===== config.mk =====
export PLATFORM = sky130hd
export DESIGN_NAME = bal_byte_alu
export DESIGN_NICKNAME = d
export VERILOG_FILES = /design/src/logic/bal_pkg.sv /design/src/logic/bal_alu_if.sv /design/src/logic/bal_byte_alu.sv /design/src/logic/bal_dec_adjust.sv /design/src/logic/bal_alu_core.sv
export VERILOG_INCLUDE_DIRS = /design/src /design/src/logic
export SDC_FILE = /design/constraint.sdc
export NUM_CORES = 1
export LEC_CHECK = 0
export ABC_AREA = 1
export BUFFER_PORTS_ARGS = -buffer_cell sky130_fd_sc_hd__clkbuf_2
export CORE_ASPECT_RATIO = 1.4
export CORE_MARGIN = 2
export CORE_UTILIZATION = 40
export CTS_CLUSTER_DIAMETER = 150
export DETAILED_ROUTE_END_ITERATION = 16
export GPL_ROUTABILITY_DRIVEN = 0
export PLACE_DENSITY_LB_ADDON = 0.3
export SLEW_MARGIN = 20
export SYNTH_ARGS = -nofsm -noshare
export SYNTH_HDL_FRONTEND = slang
export SYNTH_SLANG_ARGS = --single-unit

===== constraint.sdc =====
create_clock -name ref_clk_i -period 4.1 [get_ports ref_clk_i]
set_clock_uncertainty 0.1 [all_clocks]
set_input_delay 0.205 -clock ref_clk_i [delete_from_list [all_inputs] [get_ports ref_clk_i]]
set_output_delay 0.205 -clock ref_clk_i [all_outputs]
set_load 0.005 [all_outputs]

===== src/logic/bal_map.svh =====
// Register offsets, field positions, reset values and cycle counts.
// Functional notes
// - Every sum is plain 8-bit binary addition.
// - Subtract adds the subtrahend's two's complement.
// - H is the carry from bit 3.
// - I set by interrupt/set-mask, cleared by clear-mask.
// - N copies result bit 7.
// - Z set when the result is zero.
// - Add overflow: like signs, result sign differs.
// - Subtract overflow: unlike signs, result sign flips.
// - C is the carry out of bit 7.
// - Carry is borrow; add/subtract with carry use it.
// - Shift and rotate: V equals N xor C.
// - Unary opcodes 4x, 5x, 6x, 7x decode fixed.
// - Cycle counts per addressing mode as specified.
// - Decimal adjust 19 corrects A and carry.
// - Decimal adjust adds 00, 06, 60 or 66.
// - Both nibbles decimal, no carries: add 00.
// - Low nibble correction adds 06, carry clear.
// - High nibble correction adds 60/66, sets carry.
// - Carry already set: add 60/66, carry stays.
// - Decimal adjust keeps H and I, updates N, Z.
`ifndef BAL_MAP_SVH
`define BAL_MAP_SVH
`define BAL_OFS_FLAGS   12'h000
`define BAL_OFS_RESULT  12'h004
`define BAL_OFS_STATUS  12'h008
`define BAL_STAT_BUSY   0
`define BAL_STAT_ILL    1
`define BAL_FLAGS_W     6
`define BAL_FLAGS_RST   6'h10
`define BAL_CYC_IMM     3'h2
`define BAL_CYC_DIR     3'h3
`define BAL_CYC_IDX     3'h5
`define BAL_CYC_EXT     3'h4
`define BAL_CYC_INH     3'h2
`define BAL_CYC_RMW_IDX 3'h7
`define BAL_CYC_RMW_EXT 3'h6
`define BAL_CNT_LAST    3'h2
`define BAL_MODE_IMM    2'h0
`define BAL_MODE_DIR    2'h1
`define BAL_MODE_IDX    2'h2
`define BAL_MODE_EXT    2'h3
`define BAL_GRP_INH_A   4'h4
`define BAL_GRP_IDX     4'h6
`define BAL_GRP_EXT     4'h7
`define BAL_OPC_ADD_ACC 8'h1b
`define BAL_OPC_SUB_ACC 8'h10
`define BAL_OPC_DECADJ  8'h19
`define BAL_LO_NEGATE   4'h0
`define BAL_LO_INVERT   4'h3
`define BAL_LO_LSR      4'h4
`define BAL_LO_ROR      4'h6
`define BAL_LO_ASR      4'h7
`define BAL_LO_ASL      4'h8
`define BAL_LO_ROL      4'h9
`define BAL_LO_SUB      4'h0
`define BAL_LO_SUBC     4'h2
`define BAL_LO_ADDC     4'h9
`define BAL_LO_ADD      4'hb
`define BAL_NEG_OVF     8'h80
`define BAL_BCD_MAX     4'h9
`define BAL_BCD_FIX     4'h6
`endif


===== src/logic/bal_pkg.sv =====
// Types shared by the byte ALU modules.
package bal_pkg;
	typedef enum logic [3:0] {
		BAL_NONE, BAL_ADD, BAL_ADDC, BAL_SUB, BAL_SUBC, BAL_NEGATE,
		BAL_INVERT, BAL_LSR, BAL_ROR, BAL_ASR, BAL_ASL, BAL_ROL,
		BAL_DECADJ
	} bal_op_t;
	typedef enum logic {BAL_IDLE, BAL_RUN} bal_state_t;
	typedef struct packed {
		logic h;
		logic i;
		logic n;
		logic z;
		logic v;
		logic c;
	} bal_flags_t;
	typedef struct packed {
		bal_state_t  fsm;
		logic [2:0]  cnt;
		bal_op_t     op;
		logic [7:0]  opnd_a;
		logic [7:0]  opnd_b;
		bal_flags_t  condition_flags;
		logic [7:0]  result;
		logic        done;
		logic        illegal;
		logic [31:0] rdata;
		logic        rerr;
	} bal_regs_t;
endpackage


===== src/logic/bal_alu_if.sv =====
// Operand, flag and result bundle between sequencer and ALU core.
`timescale 1ns/10ps
interface bal_alu_if;
	import bal_pkg::*;
	bal_op_t    op;
	logic [7:0] opnd_a;
	logic [7:0] opnd_b;
	bal_flags_t flags_in;
	logic [7:0] adj_value;
	logic       adj_carry;
	logic [7:0] result;
	bal_flags_t flags_out;
	modport core (input op, opnd_a, opnd_b, flags_in, adj_value,
		adj_carry, output result, flags_out);
	modport user (output op, opnd_a, opnd_b, flags_in, adj_value,
		adj_carry, input result, flags_out);
endinterface


===== src/logic/bal_byte_alu.sv =====
// Byte ALU top: operation sequencing, condition flags and APB registers.
//
// Implementation choices: the APB interface to the registers and the address map.
`timescale 1ns/10ps
`include "bal_map.svh"
module bal_byte_alu
	import bal_pkg::*;
(
	input  logic        ref_clk_i,
	input  logic        rst_i,
	input  logic        psel_i,
	input  logic        penable_i,
	input  logic        pwrite_i,
	input  logic [11:0] paddr_i,
	input  logic [31:0] pwdata_i,
	output logic [31:0] prdata_o,
	output logic        pready_o,
	output logic        pslverr_o,
	input  logic        op_valid_i,
	input  logic [7:0]  opcode_i,
	input  logic [7:0]  accumulator_first_i,
	input  logic [7:0]  operand_second_i,
	input  logic        irq_i,
	input  logic        set_irq_mask_op_i,
	input  logic        clear_irq_mask_op_i,
	output logic        op_ready_o,
	output logic        busy_o,
	output logic        done_o,
	output logic [7:0]  result_o,
	output logic [5:0]  condition_flags_o
);
	localparam bal_regs_t RST_STATE = '{
		fsm:             BAL_IDLE,
		cnt:             3'h0,
		op:              BAL_NONE,
		opnd_a:          8'h00,
		opnd_b:          8'h00,
		condition_flags: `BAL_FLAGS_RST,
		result:          8'h00,
		done:            1'b0,
		illegal:         1'b0,
		rdata:           32'h0000_0000,
		rerr:            1'b0
	};

	bal_regs_t st;
	bal_regs_t next_st;
	logic      wr_flags;
	logic      acc_phase;

	bal_alu_if alu ();

	function automatic bal_op_t decode_op(input logic [7:0] opc);
		bal_op_t o;
		o = BAL_NONE;
		if (opc == `BAL_OPC_ADD_ACC) begin
			o = BAL_ADD;
		end else if (opc == `BAL_OPC_SUB_ACC) begin
			o = BAL_SUB;
		end else if (opc == `BAL_OPC_DECADJ) begin
			o = BAL_DECADJ;
		end else if (opc[7:4] >= `BAL_GRP_INH_A &&
			opc[7:4] <= `BAL_GRP_EXT) begin
			case (opc[3:0])
				`BAL_LO_NEGATE: o = BAL_NEGATE;
				`BAL_LO_INVERT: o = BAL_INVERT;
				`BAL_LO_LSR:    o = BAL_LSR;
				`BAL_LO_ROR:    o = BAL_ROR;
				`BAL_LO_ASR:    o = BAL_ASR;
				`BAL_LO_ASL:    o = BAL_ASL;
				`BAL_LO_ROL:    o = BAL_ROL;
				default:        o = BAL_NONE;
			endcase
		end else if (opc[7]) begin
			case (opc[3:0])
				`BAL_LO_SUB:  o = BAL_SUB;
				`BAL_LO_SUBC: o = BAL_SUBC;
				`BAL_LO_ADDC: o = BAL_ADDC;
				`BAL_LO_ADD:  o = BAL_ADD;
				default:      o = BAL_NONE;
			endcase
		end
		return o;
	endfunction

	function automatic logic [2:0] decode_cycles(input logic [7:0] opc);
		logic [2:0] n;
		n = `BAL_CYC_INH;
		if (opc[7]) begin
			unique case (opc[5:4])
				`BAL_MODE_IMM: n = `BAL_CYC_IMM;
				`BAL_MODE_DIR: n = `BAL_CYC_DIR;
				`BAL_MODE_IDX: n = `BAL_CYC_IDX;
				`BAL_MODE_EXT: n = `BAL_CYC_EXT;
			endcase
		end else if (opc[7:4] == `BAL_GRP_IDX) begin
			n = `BAL_CYC_RMW_IDX;
		end else if (opc[7:4] == `BAL_GRP_EXT) begin
			n = `BAL_CYC_RMW_EXT;
		end
		return n;
	endfunction

	function automatic logic addr_hit(input logic [11:0] addr,
		input logic [11:0] ofs);
		return addr == ofs;
	endfunction

	bal_dec_adjust u_dec_adjust (
		.value_i (st.opnd_a),
		.carry_i (st.condition_flags.c),
		.half_i  (st.condition_flags.h),
		.value_o (alu.adj_value),
		.carry_o (alu.adj_carry)
	);

	bal_alu_core u_core (
		.bus (alu.core)
	);

	assign alu.op       = st.op;
	assign alu.opnd_a   = st.opnd_a;
	assign alu.opnd_b   = st.opnd_b;
	assign alu.flags_in = st.condition_flags;

	assign acc_phase = psel_i && penable_i;
	assign wr_flags  = acc_phase && pwrite_i &&
		addr_hit(paddr_i, `BAL_OFS_FLAGS);

	always_comb begin
		next_st = st;
		next_st.done = 1'b0;
		// Read data is loaded in the setup phase so it is steady in access.
		if (psel_i && !penable_i) begin
			next_st.rdata = 32'h0000_0000;
			next_st.rerr = 1'b1;
			if (addr_hit(paddr_i, `BAL_OFS_FLAGS)) begin
				next_st.rdata[`BAL_FLAGS_W-1:0] = st.condition_flags;
				next_st.rerr = 1'b0;
			end
			if (addr_hit(paddr_i, `BAL_OFS_RESULT)) begin
				next_st.rdata[7:0] = st.result;
				next_st.rerr = 1'b0;
			end
			if (addr_hit(paddr_i, `BAL_OFS_STATUS)) begin
				next_st.rdata[`BAL_STAT_BUSY] = (st.fsm == BAL_RUN);
				next_st.rdata[`BAL_STAT_ILL] = st.illegal;
				next_st.rerr = 1'b0;
			end
		end
		if (wr_flags) begin
			next_st.condition_flags = pwdata_i[`BAL_FLAGS_W-1:0];
		end
		unique case (st.fsm)
			BAL_IDLE: begin
				if (op_valid_i) begin
					next_st.op = decode_op(opcode_i);
					next_st.cnt = decode_cycles(opcode_i);
					next_st.opnd_a = accumulator_first_i;
					next_st.opnd_b = operand_second_i;
					next_st.illegal = (decode_op(opcode_i) == BAL_NONE);
					next_st.fsm = BAL_RUN;
				end
			end
			BAL_RUN: begin
				next_st.cnt = st.cnt - 3'h1;
				// Completion of a legal operation wins over a flag write in the same cycle.
				if (st.cnt == `BAL_CNT_LAST) begin
					next_st.fsm = BAL_IDLE;
					next_st.done = 1'b1;
					if (!st.illegal) begin
						next_st.result = alu.result;
						next_st.condition_flags = alu.flags_out;
					end
				end
			end
		endcase
		// Mask events come last so they beat both writes and results.
		if (irq_i || set_irq_mask_op_i) begin
			next_st.condition_flags.i = 1'b1;
		end else if (clear_irq_mask_op_i) begin
			next_st.condition_flags.i = 1'b0;
		end
	end

	always_ff @(posedge ref_clk_i) begin
		if (rst_i) begin
			st <= RST_STATE;
		end else begin
			st <= next_st;
		end
	end

	assign prdata_o          = st.rdata;
	assign pready_o          = acc_phase;
	assign pslverr_o         = acc_phase && st.rerr;
	assign op_ready_o        = (st.fsm == BAL_IDLE);
	assign busy_o            = (st.fsm == BAL_RUN);
	assign done_o            = st.done;
	assign result_o          = st.result;
	assign condition_flags_o = st.condition_flags;

	logic       fin;
	logic [8:0] ref_sum;
	logic [4:0] ref_low;
	assign fin = done_o && !st.illegal;
	assign ref_sum = {1'b0, st.opnd_a} + {1'b0, st.opnd_b};
	assign ref_low = {1'b0, st.opnd_a[3:0]} + {1'b0, st.opnd_b[3:0]};
endmodule


===== src/logic/bal_dec_adjust.sv =====
// Decimal adjust correction of a binary sum of two packed BCD bytes.
`timescale 1ns/10ps
`include "bal_map.svh"
module bal_dec_adjust (
	input  logic [7:0] value_i,
	input  logic       carry_i,
	input  logic       half_i,
	output logic [7:0] value_o,
	output logic       carry_o
);
	logic lo_fix;
	logic hi_fix;

	// Two compares on the high nibble and one on the low nibble cover every row of the correction table.
	always_comb begin
		lo_fix = half_i || (value_i[3:0] > `BAL_BCD_MAX);
		hi_fix = carry_i || (value_i[7:4] > `BAL_BCD_MAX) ||
			((value_i[7:4] >= `BAL_BCD_MAX) &&
			(value_i[3:0] > `BAL_BCD_MAX));
		value_o = value_i + {(hi_fix ? `BAL_BCD_FIX : 4'h0),
			(lo_fix ? `BAL_BCD_FIX : 4'h0)};
		carry_o = carry_i || hi_fix;
	end
endmodule


===== src/logic/bal_alu_core.sv =====
// Combinational adder, shifter and flag logic of the byte ALU.
`timescale 1ns/10ps
`include "bal_map.svh"
module bal_alu_core
	import bal_pkg::*;
(
	bal_alu_if.core bus
);
	logic [7:0] x;
	logic [7:0] y;
	logic       cin;
	logic [8:0] sum;
	logic [4:0] low;
	logic [7:0] r;
	bal_flags_t f;

	always_comb begin
		x = bus.opnd_a;
		y = bus.opnd_b;
		cin = 1'b0;
		f = bus.flags_in;
		r = bus.opnd_a;
		case (bus.op)
			BAL_ADDC: cin = bus.flags_in.c;
			BAL_SUB: begin
				y = ~bus.opnd_b;
				cin = 1'b1;
			end
			BAL_SUBC: begin
				y = ~bus.opnd_b;
				cin = ~bus.flags_in.c;
			end
			BAL_NEGATE: begin
				x = 8'h00;
				y = ~bus.opnd_a;
				cin = 1'b1;
			end
			default: ;
		endcase
		sum = {1'b0, x} + {1'b0, y} + {8'h00, cin};
		low = {1'b0, x[3:0]} + {1'b0, y[3:0]} + {4'h0, cin};
		case (bus.op)
			BAL_ADD, BAL_ADDC: begin
				r = sum[7:0];
				f.h = low[4];
				f.c = sum[8];
				f.v = (x[7] == y[7]) && (r[7] != x[7]);
			end
			BAL_SUB, BAL_SUBC: begin
				r = sum[7:0];
				f.c = ~sum[8];
				f.v = (x[7] == y[7]) && (r[7] != x[7]);
			end
			BAL_NEGATE: begin
				r = sum[7:0];
				f.v = (r == `BAL_NEG_OVF);
				f.c = (r != 8'h00);
			end
			BAL_INVERT: begin
				r = ~bus.opnd_a;
				f.v = 1'b0;
				f.c = 1'b1;
			end
			BAL_LSR: {r, f.c} = {1'b0, bus.opnd_a};
			BAL_ROR: {r, f.c} = {bus.flags_in.c, bus.opnd_a};
			BAL_ASR: {r, f.c} = {bus.opnd_a[7], bus.opnd_a};
			BAL_ASL: {f.c, r} = {bus.opnd_a, 1'b0};
			BAL_ROL: {f.c, r} = {bus.opnd_a, bus.flags_in.c};
			BAL_DECADJ: begin
				r = bus.adj_value;
				f.c = bus.adj_carry;
			end
			default: ;
		endcase
		if (bus.op != BAL_NONE) begin
			f.n = r[7];
			f.z = (r == 8'h00);
		end
		if (bus.op inside {BAL_LSR, BAL_ROR, BAL_ASR, BAL_ASL, BAL_ROL}) begin
			f.v = f.n ^ f.c;
		end
		bus.result = r;
		bus.flags_out = f;
	end
endmodule


# Yosys cells after proc, flatten, opt, wreduce, memory -nomap -nowiden
# Cells that the tools add are included.
[classes] n_addsub=6 mul=0 div_mod_pow=0 order_cmp=5 n_eq_ne=39 n_shift=0 mux=35 bitwise=7 n_reduce_logical=33
[ops] operator="$pmux 8 s8" count=1
[ops] operator="$eq 4x3->1 const B" count=9
[ops] operator="$eq 4x4->1 const B" count=8
[ops] operator="$mux 15" count=2
[ops] operator="$pmux 4 s7" count=1
[ops] operator="$eq 8x5->1 const B" count=3
[ops] operator="$mux 24" count=1
[ops] operator="$mux 4" count=6
[ops] operator="$pmux 3 s4" count=2
[ops] operator="$mux 3" count=7
[ops] operator="$eq 4x2->1 const B" count=4
[ops] operator="$not 8->8" count=2
[ops] operator="$pmux 8 s2" count=1
[ops] operator="$mux 14" count=1
[ops] operator="$eq 12x3->1 const B" count=1
[ops] operator="$eq 12x4->1 const B" count=1
[ops] operator="$logic_not 12->1" count=1
[ops] operator="$reduce_or 2->1" count=6
[ops] operator="$add 8x8->9" count=1
[ops] operator="$add 9x1->9" count=1
[ops] operator="$mux 9" count=1
[ops] operator="$add 8x8->8" count=1
[ops] operator="$eq 8x8->1 const B" count=1
[ops] operator="$gt 4x4->1 const B" count=2
[ops] operator="40 further kinds" count=61
[word_totals] register_bits=49 latch_bits=0 mem_bits_rw=0 mem_bits_ro=0 input_bits=77 out_inout_bits=51 mem_count=0

# Logic depth before layout (Yosys ltp)
# Gate-level depths: netlist of the first run.
[depth] word_depth=14 ltp_mapped=26 depth_no_buf=26

# Cells and area by module
# From an unflattened synthesis of the first run, not the netlist that was laid out.
[unflattened] cells_unflattened=724 hier_area_um2=4354.2
[by_module_without_submodules] mod="bal_byte_alu" n_inst=1 cells_per_inst=398 area_each_um2=2721.4 seq_area_each_um2=980.9
[by_module_without_submodules] mod="bal_alu_core" n_inst=1 cells_per_inst=278 area_each_um2=1373.8 seq_area_each_um2=0.0
[by_module_without_submodules] mod="bal_dec_adjust" n_inst=1 cells_per_inst=48 area_each_um2=259.0 seq_area_each_um2=0.0

# Worst setup path before layout of the first run
# Ideal clock, no wire load.
[synth_timing] kind="reg-to-reg" from="register st, in the netlist alu.op[2]" to="register st, in the netlist condition_flags_o[1]" setup_ps=70 arrival_ps=2923 t_required_ps=3930 setup_slack_ps=1007 path_stages_with_launch=24 n_path_buf=0 synth_period_minus_slack_ps=3093 cell_sequence="dfxtp_1 > inv_2 > nor2_2 > inv_1 > nor2_8 > inv_1 > o22ai_1 > a21oi_1 > fa_1 > inv_1 > fa_1 > inv_1 > nand2_1 > nor2_1 > nand3_1 > nor2_1 > nand3_1 > nand2_1 > nand3_1 > nand2_1 > nand3_1 > nand2_1 > nand2_1 > a21oi_1"
[synth_between] elab_chain_len=12 word_cells_on_any_way=42 classes_between="add/sub: 2; eq/ne: 16; mux: 11; bitwise: 2; reduce/logical: 11"
[synth_rtl] element="start, declared" line="bal_byte_alu.sv:46" source="bal_regs_t st;"
[synth_rtl] element="start signal, assigned" line="bal_byte_alu.sv:190" source="st <= next_st;"
[synth_rtl] element="$eq 4x2->1 / $eq 4x3->1 (equally long branches)" line="bal_alu_core.sv:23, bal_alu_core.sv:42"
[synth_rtl] element="$reduce_or 2->1 (no line)"
[synth_rtl] element="$pmux 8 s2" line="bal_alu_core.sv:23" source="case (bus.op)"
[synth_rtl] element="$add 8x8->9" line="bal_alu_core.sv:40" source="sum = {1'b0, x} + {1'b0, y} + {8'h00, cin};"
[synth_rtl] element="$add 9x1->9" line="bal_alu_core.sv:40"
[synth_rtl] element="$reduce_bool 8->1 (tied with other cells)" line="bal_alu_core.sv:57" source="f.c = (r != 8'h00);"
[synth_rtl] element="$pmux 1 s7 (tied with other cells)" line="bal_alu_core.sv:42" source="case (bus.op)"
[synth_rtl] element="$xor 1x1->1 / $pmux 1 s3 (equally long branches)" line="bal_alu_core.sv:80, bal_alu_core.sv:42"
[synth_rtl] element="$mux 1" line="bal_alu_core.sv:79" source="if (bus.op inside {BAL_LSR, BAL_ROR, BAL_ASR, BAL_ASL, BAL_ROL}) begin"
[synth_rtl] element="$mux 14" line="bal_byte_alu.sv:171" source="if (!st.illegal) begin"
[synth_rtl] element="$mux 15" line="bal_byte_alu.sv:168" source="if (st.cnt == `BAL_CNT_LAST) begin"
[synth_rtl] element="$mux 15" line="bal_byte_alu.sv:154" source="unique case (st.fsm)"
# Parallel ways exist; a longest one is shown, timed or not. The select of a mux whose other input is x is not followed.
# A chain may end at the register's enable or synchronous reset.

# Worst setup path in the final report of the first run
# Ends and elaborated chain as after synthesis.

==> out/qor.yml, run 1 <==
synth_cells: 640
die_w_um: 89.0
comb_power_share: 0.297
ys_async_sr_fraction: 0
postPlaceCellArea_sq_mm: 0.00429
drc_errors: 0
p_int_uw: 967
detail-route-antenna-nets: 0
synth_area_sq_mm: 0.00404
tns_ns: 0
grtUsageTotal: 0.204
cts_tree: "done"
fin_crit_sh: 0.898
yosys_warnings: 0
synthTopCellsByCount: "130 x nand2_1, 85 x nor2_1, 82 x inv_1"
power_density_mw_per_mm2: 330
tightest_slew_ns: 0.956
worstSetupEndpointType: "flop"
avgSynthCellArea_sq_um: 6.31
grt_first_pass_wirelength_mm: 17.8
layout.nets: 785
die_area_sq_mm: 0.0109
clock_sinks: 49
max-clock-path-buffers: 2
layout-drive-gt1-share: 0.151
synth_cell_types: 44
p_clk_frac: 0.335
antenna_cells: 0
via_per_inst: 5.16
synth_top_area_share: 0.243
grt_pass1_vias: 4010
antenna_found_initial: 0
clk_latency_ns: 0.30
synth_area_leaders: "dfxtp_1 24%, nand2_1 12%, buf_4 8.5%, nor2_1 7.9%, inv_1 7.6%"
root_buffer: "clkbuf_16"
rsz0062_at_grt: "false"
cap_violations: 0
grt-ovfl-total: 0
start_kind: "flop"
die_y_um: 123
final_area_sq_mm: 0.00447
run_status: "completed"
swShare: 0.345
routedWlPerCell_um: 13.3
syn2layout_area_growth_pct: 10.7
layout_min_cycle_time_ns: 3.68
path_class: "flop to flop"
htree_levels: 2
hold_path.class: "input pin to flop"
drt-initial-drc-count: 234
clk_pin_slew_ns: 0.07
numPortBuffers: 77
relSlewSlack: 0.362
ys_seq_area_frac: 0.243
hold_violations: 0
vias: 4251
post_cts_resized: 0
ys.flop_type: "dfxtp_1"
pin_count: 128
fmax_mhz: 272
leakage_uw: 0.00227
power.switching_uw: 510
slew_violations: 0
dp_hpwl_mm: 8.70
yosysMostFrequentCell: "nand2_1"
wirelength_mm: 11.0
setup_viol: 0
grt_max_degree: 36
core-area_sq_mm: 0.00990
initial_core_util: 0.408
critPathMaxFanout: 18
synth_seq_cells: 49
rows: 43
pwr-share-seq: 0.369
peakVddDrop_uv: 196
cp.required_ns: 4.22
drtPass1Iterations: 5
worstPathArrival_ns: 3.80
synth_top_area_cell: "dfxtp_1"
synth-edff-count: 0
numCtsBuffers: 5
[cell type report]
type | count | area [sq um]
clock buffer | 6 | 139
inverter | 89 | 334
multi-input combinational | 464 | 2410
sequential | 49 | 981
timing repair buffer | 79 | 403
tap | 135 | 169
fill | 1062 | 5430
clock inverter | 2 | 37.5
[critical path: stages (launching register included)]
cell,delay [ns]
dfxtp_1,0.36
inv_2,0.07
nor2_2,0.14
inv_1,0.14
nor2_8,0.28
inv_1,0.15
o22ai_1,0.18
a21oi_1,0.08
fa_1,0.43
inv_1,0.10
fa_1,0.41
inv_1,0.14
nand2_1,0.07
nor2_1,0.10
nand3_1,0.08
nor2_1,0.12
nand3_1,0.09
nand2_1,0.10
nand3_1,0.10
nand2_1,0.07
nand3_1,0.07
nand2_1,0.06
nand2_1,0.05
a21oi_1,0.11
[kinds of logic after synthesis]
group	after synthesis	share of synthesized area
other	1	0.000928
flip-flops	49	0.243
AO/OA/AOI/OAI	140	0.206
XOR/XNOR	2	0.00434
AND/OR/NAND/NOR	278	0.296
adder cells (fa/ha/maj)	20	0.0675
buffers and inverters	150	0.182
[timing repair]
action | CTS | global route
buffers inserted | 0 | 0
hold buffers | 1 | 0
hold endpoints to repair | 1 | 0
[stage by stage]
step           total power (uW)  instances  setup WS (ns)   util  hold slack, ns
6_report                   1480        824          0.419  0.452         0.00695
3_3_place_gp                975        815          0.591  0.433           0.298
2_1_floorplan               882        663           1.01      -           0.208
4_1_cts                    1480        824          0.451  0.452          0.0106
5_1_grt                    1560        824          0.151  0.452          0.0341
3_5_place_dp                985        815          0.494  0.433           0.302
[registers in the layout, summed over array words and instances (netlist names)]
name,cells
alu.op,4
alu.opnd_a,8
st,5
prdata_o,8
result_o,8
done_o,1
condition_flags_o,6
alu.opnd_b,8
busy_o,1
[cell usage in the layout, fill, tap and decap left out, types with 2 or more instances in the layout]
| master | instances |
|---|---|
| a211oi_1 | 4 |
| a21oi_1 | 37 |
| a22oi_1 | 3 |
| a31oi_1 | 4 |
| clkbuf_16 | 5 |
| clkbuf_2 | 77 |
| clkinv_1 | 2 |
| conb_1 | 24 |
| dfxtp_1 | 49 |
| fa_1 | 3 |
| ha_1 | 17 |
| inv_1 | 82 |
| inv_2 | 5 |
| nand2_1 | 130 |
| nand2_2 | 2 |
| nand3_1 | 32 |
| nand3b_1 | 3 |
| nand4_1 | 4 |
| nor2_1 | 85 |
| nor2_2 | 2 |
| nor2_8 | 2 |
| nor3_1 | 11 |
| nor3_2 | 2 |
| o2111ai_1 | 2 |
| o211ai_1 | 22 |
| o21ai_0 | 46 |
| o21ai_1 | 3 |
| o221ai_1 | 2 |
| o22ai_1 | 10 |
[worst paths after layout]
kind | startpoint | end | slack [ns] | cells after the start
hold reg to reg | st[0]$_SDFFE_PP0P_ | st[0]$_SDFFE_PP0P_ | 0.37 | 2
setup / recovery | alu.op[2]$_SDFFE_PP0P_ | condition_flags_o[1]$_SDFFE_PP0P_ | 0.42 | 23
setup reg to reg | alu.op[2]$_SDFFE_PP0P_ | condition_flags_o[1]$_SDFFE_PP0P_ | 0.42 | 23
hold / removal | set_irq_mask_op_i | condition_flags_o[4]$_SDFFE_PP1P_ | 0.007 | 3
[power groups by stage]
stage,logic (uW),clock network [uW],registers [uW]
detailed placement,430,0,555
global placement,421,0,554
finish,438,494,545
CTS,433,497,544
global route,497,515,549
floorplan,339,0,543
[per-layer routing]
layer | up-vias | GRT usage | part of all wire | routed length, um
met4 | 0 | 0.121 | 0.057 | 630
met5 | - | 0 | 0 | 0
met2 | 148 | 0.366 | 0.51 | 5550
met1 | 1930 | 0.227 | 0.40 | 4380
met3 | 44 | 0.0220 | 0.037 | 407
li1 | 2129 | - | - | -
Power figures use the tool's default switching activity.
==> run 2, diff against run 1 <==
- ABC_CLOCK_PERIOD_IN_PS: default -> 4100
- CORE_UTILIZATION: 40 -> 52
- MAX_ROUTING_LAYER: default -> met4
==> run 2 against run 1 <==
  * Register-to-register slack improved by 0.06 ns
  * Routed wire length shrank 7.8%
  * Final area down 2.9%
  * Critical path type unchanged
  * Highest routed layer unchanged
  * Die area is 22% lower
  * Largest cell class unchanged
  * Clock power fell by 43%
==> out/qor.yml, run 2 (same netlist as run 1, synthesis figures left out) <==
numPortBuffers: 77
hold_path.class: "input pin to flop"
clock_sinks: 49
antenna_found_initial: 0
leakage_uw: 0.00224
worstSetupEndpointType: "flop"
crit_path_top_delay_cell: "fa_1"
fin_crit_sh: 0.883
power.switching_uw: 476
path_class: "flop to flop"
cpMostUsedCell: "nand2_1"
hold_violations: 0
startpoint: "alu.op[2]$_SDFFE_PP0P_"
comb_power_share: 0.345
grt_use_met2: 0.445
path_buf_inv: 5
dp_hpwl_mm: 8.13
mostFrequentLayoutCells: "130 x nand2_1, 85 x nor2_1, 82 x inv_1, 77 x clkbuf_2, 49 x dfxtp_1"
relSlewSlack: 0.394
grt_max_degree: 36
cp.required_ns: 4.24
swShare: 0.378
layout.nets: 786
vias: 4264
slowest_delay_ns: 0.43
die_area_sq_mm: 0.00850
grt_pass1_vias: 3925
cts_setup_buffers: 0
top_usage_layer: "met2"
worst-path-stages: 23
slew_violations: 0
peakVddDrop_uv: 223
met3_usage: 0.0317
numCtsBuffers: 5
drt-initial-drc-count: 324
final_area_sq_mm: 0.00435
globalRouteMet1Util: 0.282
rsz0062_at_grt: "false"
rows: 38
fmax_mhz: 276
cts_tree: "done"
grt-ovfl-total: 0
fillers: 804
power_density_mw_per_mm2: 289
routedWlPerCell_um: 12.8
p_int_uw: 782
ff2ff_setup_slack_ns: 0.48
max-clock-path-buffers: 2
worstPathArrival_ns: 3.76
setup.worst_path.end: "condition_flags_o[1]$_SDFFE_PP0P_"
clk_latency_ns: 0.31
postPlaceCellArea_sq_mm: 0.00424
grtUsageTotal: 0.256
detail-route-antenna-nets: 0
crit_chain: "inv_2, nor2_2, inv_1, nor2_8, inv_1, o22ai_1, a21oi_1, fa_1, inv_1, fa_1, inv_1, nand2_1, nor2_1, nand3_1, nor2_1, nand3_1, nand2_1, nand3_1, nand2_1, nand3_1, nand2_1, nand2_1, a21oi_1"
setup_viol: 0
p_clk_frac: 0.223
pwr-share-seq: 0.432
htree_levels: 2
rr_endpoint: "condition_flags_o[1]$_SDFFE_PP0P_"
cap_violations: 0
die_y_um: 108
cp_top_family: "simple AND/OR/NAND/NOR gates"
layout_min_cycle_time_ns: 3.62
clk_pin_slew_ns: 0.09
grt_first_pass_wirelength_mm: 17.3
pin_count: 128
wirelength_mm: 10.1
tightest_slew_ns: 0.907
drc_errors: 0
final_common_cell: "nand2_1"
ff2ff_path_depth: 23
die_w_um: 78.5
tns_ns: 0
drtPass1Iterations: 5
layout-drive-gt1-share: 0.149
initial_core_util: 0.528
critPathMaxFanout: 18
syn2layout_area_growth_pct: 7.52
r2r_start: "alu.op[2]$_SDFFE_PP0P_"
root_buffer: "clkbuf_8"
core-area_sq_mm: 0.00765
via_per_inst: 5.40
antenna_cells: 0
run_status: "completed"
start_kind: "flop"
run 2: worst min path at each step:
stage	start	depth (start not counted)	slack, ns	to
global route	pwdata_i[4]	3	0.03	condition_flags_o[4]$_SDFFE_PP1P_
floorplan	irq_i	2	0.21	condition_flags_o[4]$_SDFFE_PP1P_
CTS	pwdata_i[4]	3	0.03	condition_flags_o[4]$_SDFFE_PP1P_
global placement	irq_i	3	0.30	condition_flags_o[4]$_SDFFE_PP1P_
finish	pwdata_i[4]	3	0.03	condition_flags_o[4]$_SDFFE_PP1P_
detailed placement	irq_i	3	0.31	condition_flags_o[4]$_SDFFE_PP1P_
run 2: routing by layer:
layer / part of all wire / vias up
li1: - / 2130
met4: 0.050 / 0
met5: 0 / -
met3: 0.053 / 44
met1: 0.40 / 1910
met2: 0.50 / 180
run 2: worst register-to-register path, stage by stage, from the launching register on:
cell     delay, ns
dfxtp_1       0.36
inv_2         0.07
nor2_2        0.15
inv_1         0.14
nor2_8        0.27
inv_1         0.14
o22ai_1       0.16
a21oi_1       0.08
fa_1          0.43
inv_1         0.11
fa_1          0.43
inv_1         0.10
nand2_1       0.05
nor2_1        0.09
nand3_1       0.08
nor2_1        0.15
nand3_1       0.11
nand2_1       0.09
nand3_1       0.09
nand2_1       0.07
nand3_1       0.07
nand2_1       0.06
nand2_1       0.05
a21oi_1       0.11
run 2: area by class of cell:
type                            instances  area [sq um]  share of cell area
Timing Repair Buffer                   80           413              0.0950
Sequential cell                        49           981               0.226
Clock inverter                          2          10.0             0.00230
Clock buffer                            6          72.6              0.0167
Multi-Input combinational cell        464          2410               0.555
Tap cell                              100           125              0.0288
Inverter                               89           334              0.0769
run 2: power groups by stage:
stage               Sequential, uW  Clock (uW)  Combinational [uW]
global route                   549         301                 495
floorplan                      543           0                 339
finish                         544         281                 433
global placement               553           0                 418
CTS                            543         283                 429
detailed placement             554           0                 426
run 2: what timing repair did:
action                                  CTS  global route
hold buffers                              2             0
resized for setup                         0             0
endpoints found under the hold margin     1             0
endpoints found under the setup margin    0             0
run 2: per-stage QoR:
step | instances | total power [uW] | hold WS, ns | setup slack (ns) | utilization
2_1_floorplan | 663 | 882 | 0.208 | 1.01 | -
3_3_place_gp | 780 | 971 | 0.302 | 0.592 | 0.554
3_5_place_dp | 780 | 980 | 0.307 | 0.538 | 0.554
4_1_cts | 790 | 1260 | 0.0258 | 0.506 | 0.568
5_1_grt | 790 | 1350 | 0.0345 | 0.165 | 0.568
6_report | 790 | 1260 | 0.0280 | 0.481 | 0.568
==> run 3, diff against run 2 <==
- HOLD_SLACK_MARGIN: default -> 0.12
==> run 3 against run 2 <==
  * Sequential power about the same
  * Sequential share of layout area decreased by 0.95 points
  * Setup slack improved by 0.015 ns
  * Die area unchanged
  * Non-clock buffer count increased by 19
  * First-iteration DRC count increased by 18%
  * Critical path depth unchanged
  * Count of clock-buffer cells in the layout unchanged
  * Critical path type unchanged
  * Largest cell class unchanged
  * Largest power group unchanged
  * Highest routed layer unchanged
==> out/qor.yml, run 3 (same netlist as run 1, synthesis figures left out) <==
grtUsageTotal: 0.267
grt-ovfl-total: 0
tightest_slew_ns: 0.960
hold_violations: 0
routedWlPerCell_um: 13.1
post_cts_resized: 0
cts_tree: "done"
tns_ns: 0
syn2layout_area_growth_pct: 12.2
wirelength_mm: 10.6
min_path_cells: 4
grt_max_degree: 36
mostFrequentLayoutCells: "130 x nand2_1, 85 x nor2_1, 82 x inv_1, 77 x clkbuf_2, 49 x dfxtp_1"
crit_path_top_delay_cell: "fa_1"
root_buffer: "clkbuf_8"
htree_levels: 2
initial_core_util: 0.528
vias: 4365
slowest_delay_ns: 0.42
numCtsBuffers: 5
cp.required_ns: 4.24
postCtsHoldBufs: 21
core-area_sq_mm: 0.00765
rows: 38
cts_setup_buffers: 0
die_w_um: 78.5
rsz0062_at_grt: "false"
peakVddDrop_uv: 223
cap_violations: 0
antenna_found_initial: 0
slew_violations: 0
max-clock-path-buffers: 2
clk_latency_ns: 0.31
setup_slack_ns: 0.497
final_common_cell: "nand2_1"
drtPass1Iterations: 6
dp_hpwl_mm: 8.13
fillers: 763
ff2ff_setup_slack_ns: 0.50
drt-initial-drc-count: 382
power_density_mw_per_mm2: 281
grt_first_pass_wirelength_mm: 18.0
setup_viol: 0
die_area_sq_mm: 0.00850
worstSetupEndpointType: "flop"
numPortBuffers: 77
path_class: "flop to flop"
relSlewSlack: 0.360
worstPathArrival_ns: 3.75
detail-route-antenna-nets: 0
via_per_inst: 5.40
ff2ff_path_depth: 23
crit_chain: "inv_2, nor2_2, inv_1, nor2_8, inv_1, o22ai_1, a21oi_1, fa_1, inv_1, fa_1, inv_1, nand2_1, nor2_1, nand3_1, nor2_1, nand3_1, nand2_1, nand3_1, nand2_1, nand3_1, nand2_1, nand2_1, a21oi_1"
layout_min_cycle_time_ns: 3.60
fmax_mhz: 278
leakage_uw: 0.00231
drc_errors: 0
r2r_start: "alu.op[2]$_SDFFE_PP0P_"
rr_endpoint: "condition_flags_o[1]$_SDFFE_PP0P_"
pin_count: 128
layout-drive-gt1-share: 0.145
clock_sinks: 49
clk_pin_slew_ns: 0.08
dp_slack_ns: 0.538
die_y_um: 108
critPathMaxFanout: 18
layout.nets: 805
hold_path.class: "input pin to flop"
setup.worst_path.end: "condition_flags_o[1]$_SDFFE_PP0P_"
grt_pass1_vias: 4066
start_kind: "flop"
fin_crit_sh: 0.879
antenna_cells: 0
run_status: "completed"
cpMostUsedCell: "nand2_1"
startpoint: "alu.op[2]$_SDFFE_PP0P_"
[run 3: power breakdown]
part / switching, uW / total [uW] / internal, uW
Clock: 162 / 281 / 119
Sequential: 35.5 / 544 / 509
Combinational: 284 / 450 / 166
[run 3: metal layers]
layer  wire, um  GRT usage
met1       4150      0.294
met4        509      0.152
met3        581     0.0326
met2       5380      0.463
met5          0          -
[run 3: final cells by class]
cell class	count	area (sq um)	share of cell area
Clock inverter	2	10.0	0.00221
Clock buffer	6	72.6	0.0160
Inverter	89	334	0.0737
Timing Repair Buffer	99	603	0.133
Sequential cell	49	981	0.216
Tap cell	100	125	0.0276
Multi-Input combinational cell	464	2410	0.531
[run 3: worst max-delay path: cells and delay by family (launching register included)]
kind / cells / cell delay, ns
AOI/OAI and AO/OA: 3 / 0.35
DFF: 1 / 0.36
buffers and inverters: 5 / 0.56
adders and majority gates: 2 / 0.84
and+or+nand+nor: 13 / 1.31
[run 3: worst min-delay path by stage]
| stage | startpoint | end |
|---|---|---|
| after global routing | op_valid_i | busy_o$_SDFF_PP0_ |
| after CTS | op_valid_i | st[69]$_SDFFE_PP0P_ |
| after floorplan | irq_i | condition_flags_o[4]$_SDFFE_PP1P_ |
| after global placement | irq_i | condition_flags_o[4]$_SDFFE_PP1P_ |
| final | op_valid_i | st[70]$_SDFFE_PP0P_ |
| after detailed placement | irq_i | condition_flags_o[4]$_SDFFE_PP1P_ |
[run 3: stage by stage]
stage               power (uW)  utilization  hold slack [ns]  std cells  cell area (sq um)
finish                    1280        0.593            0.134        809               4540
global placement           971        0.554            0.302        780               4240
floorplan                  882            -            0.208        663               4130
detailed placement         980        0.554            0.307        780               4240
CTS                       1270        0.593            0.137        809               4540
global route              1360        0.593            0.163        809               4540
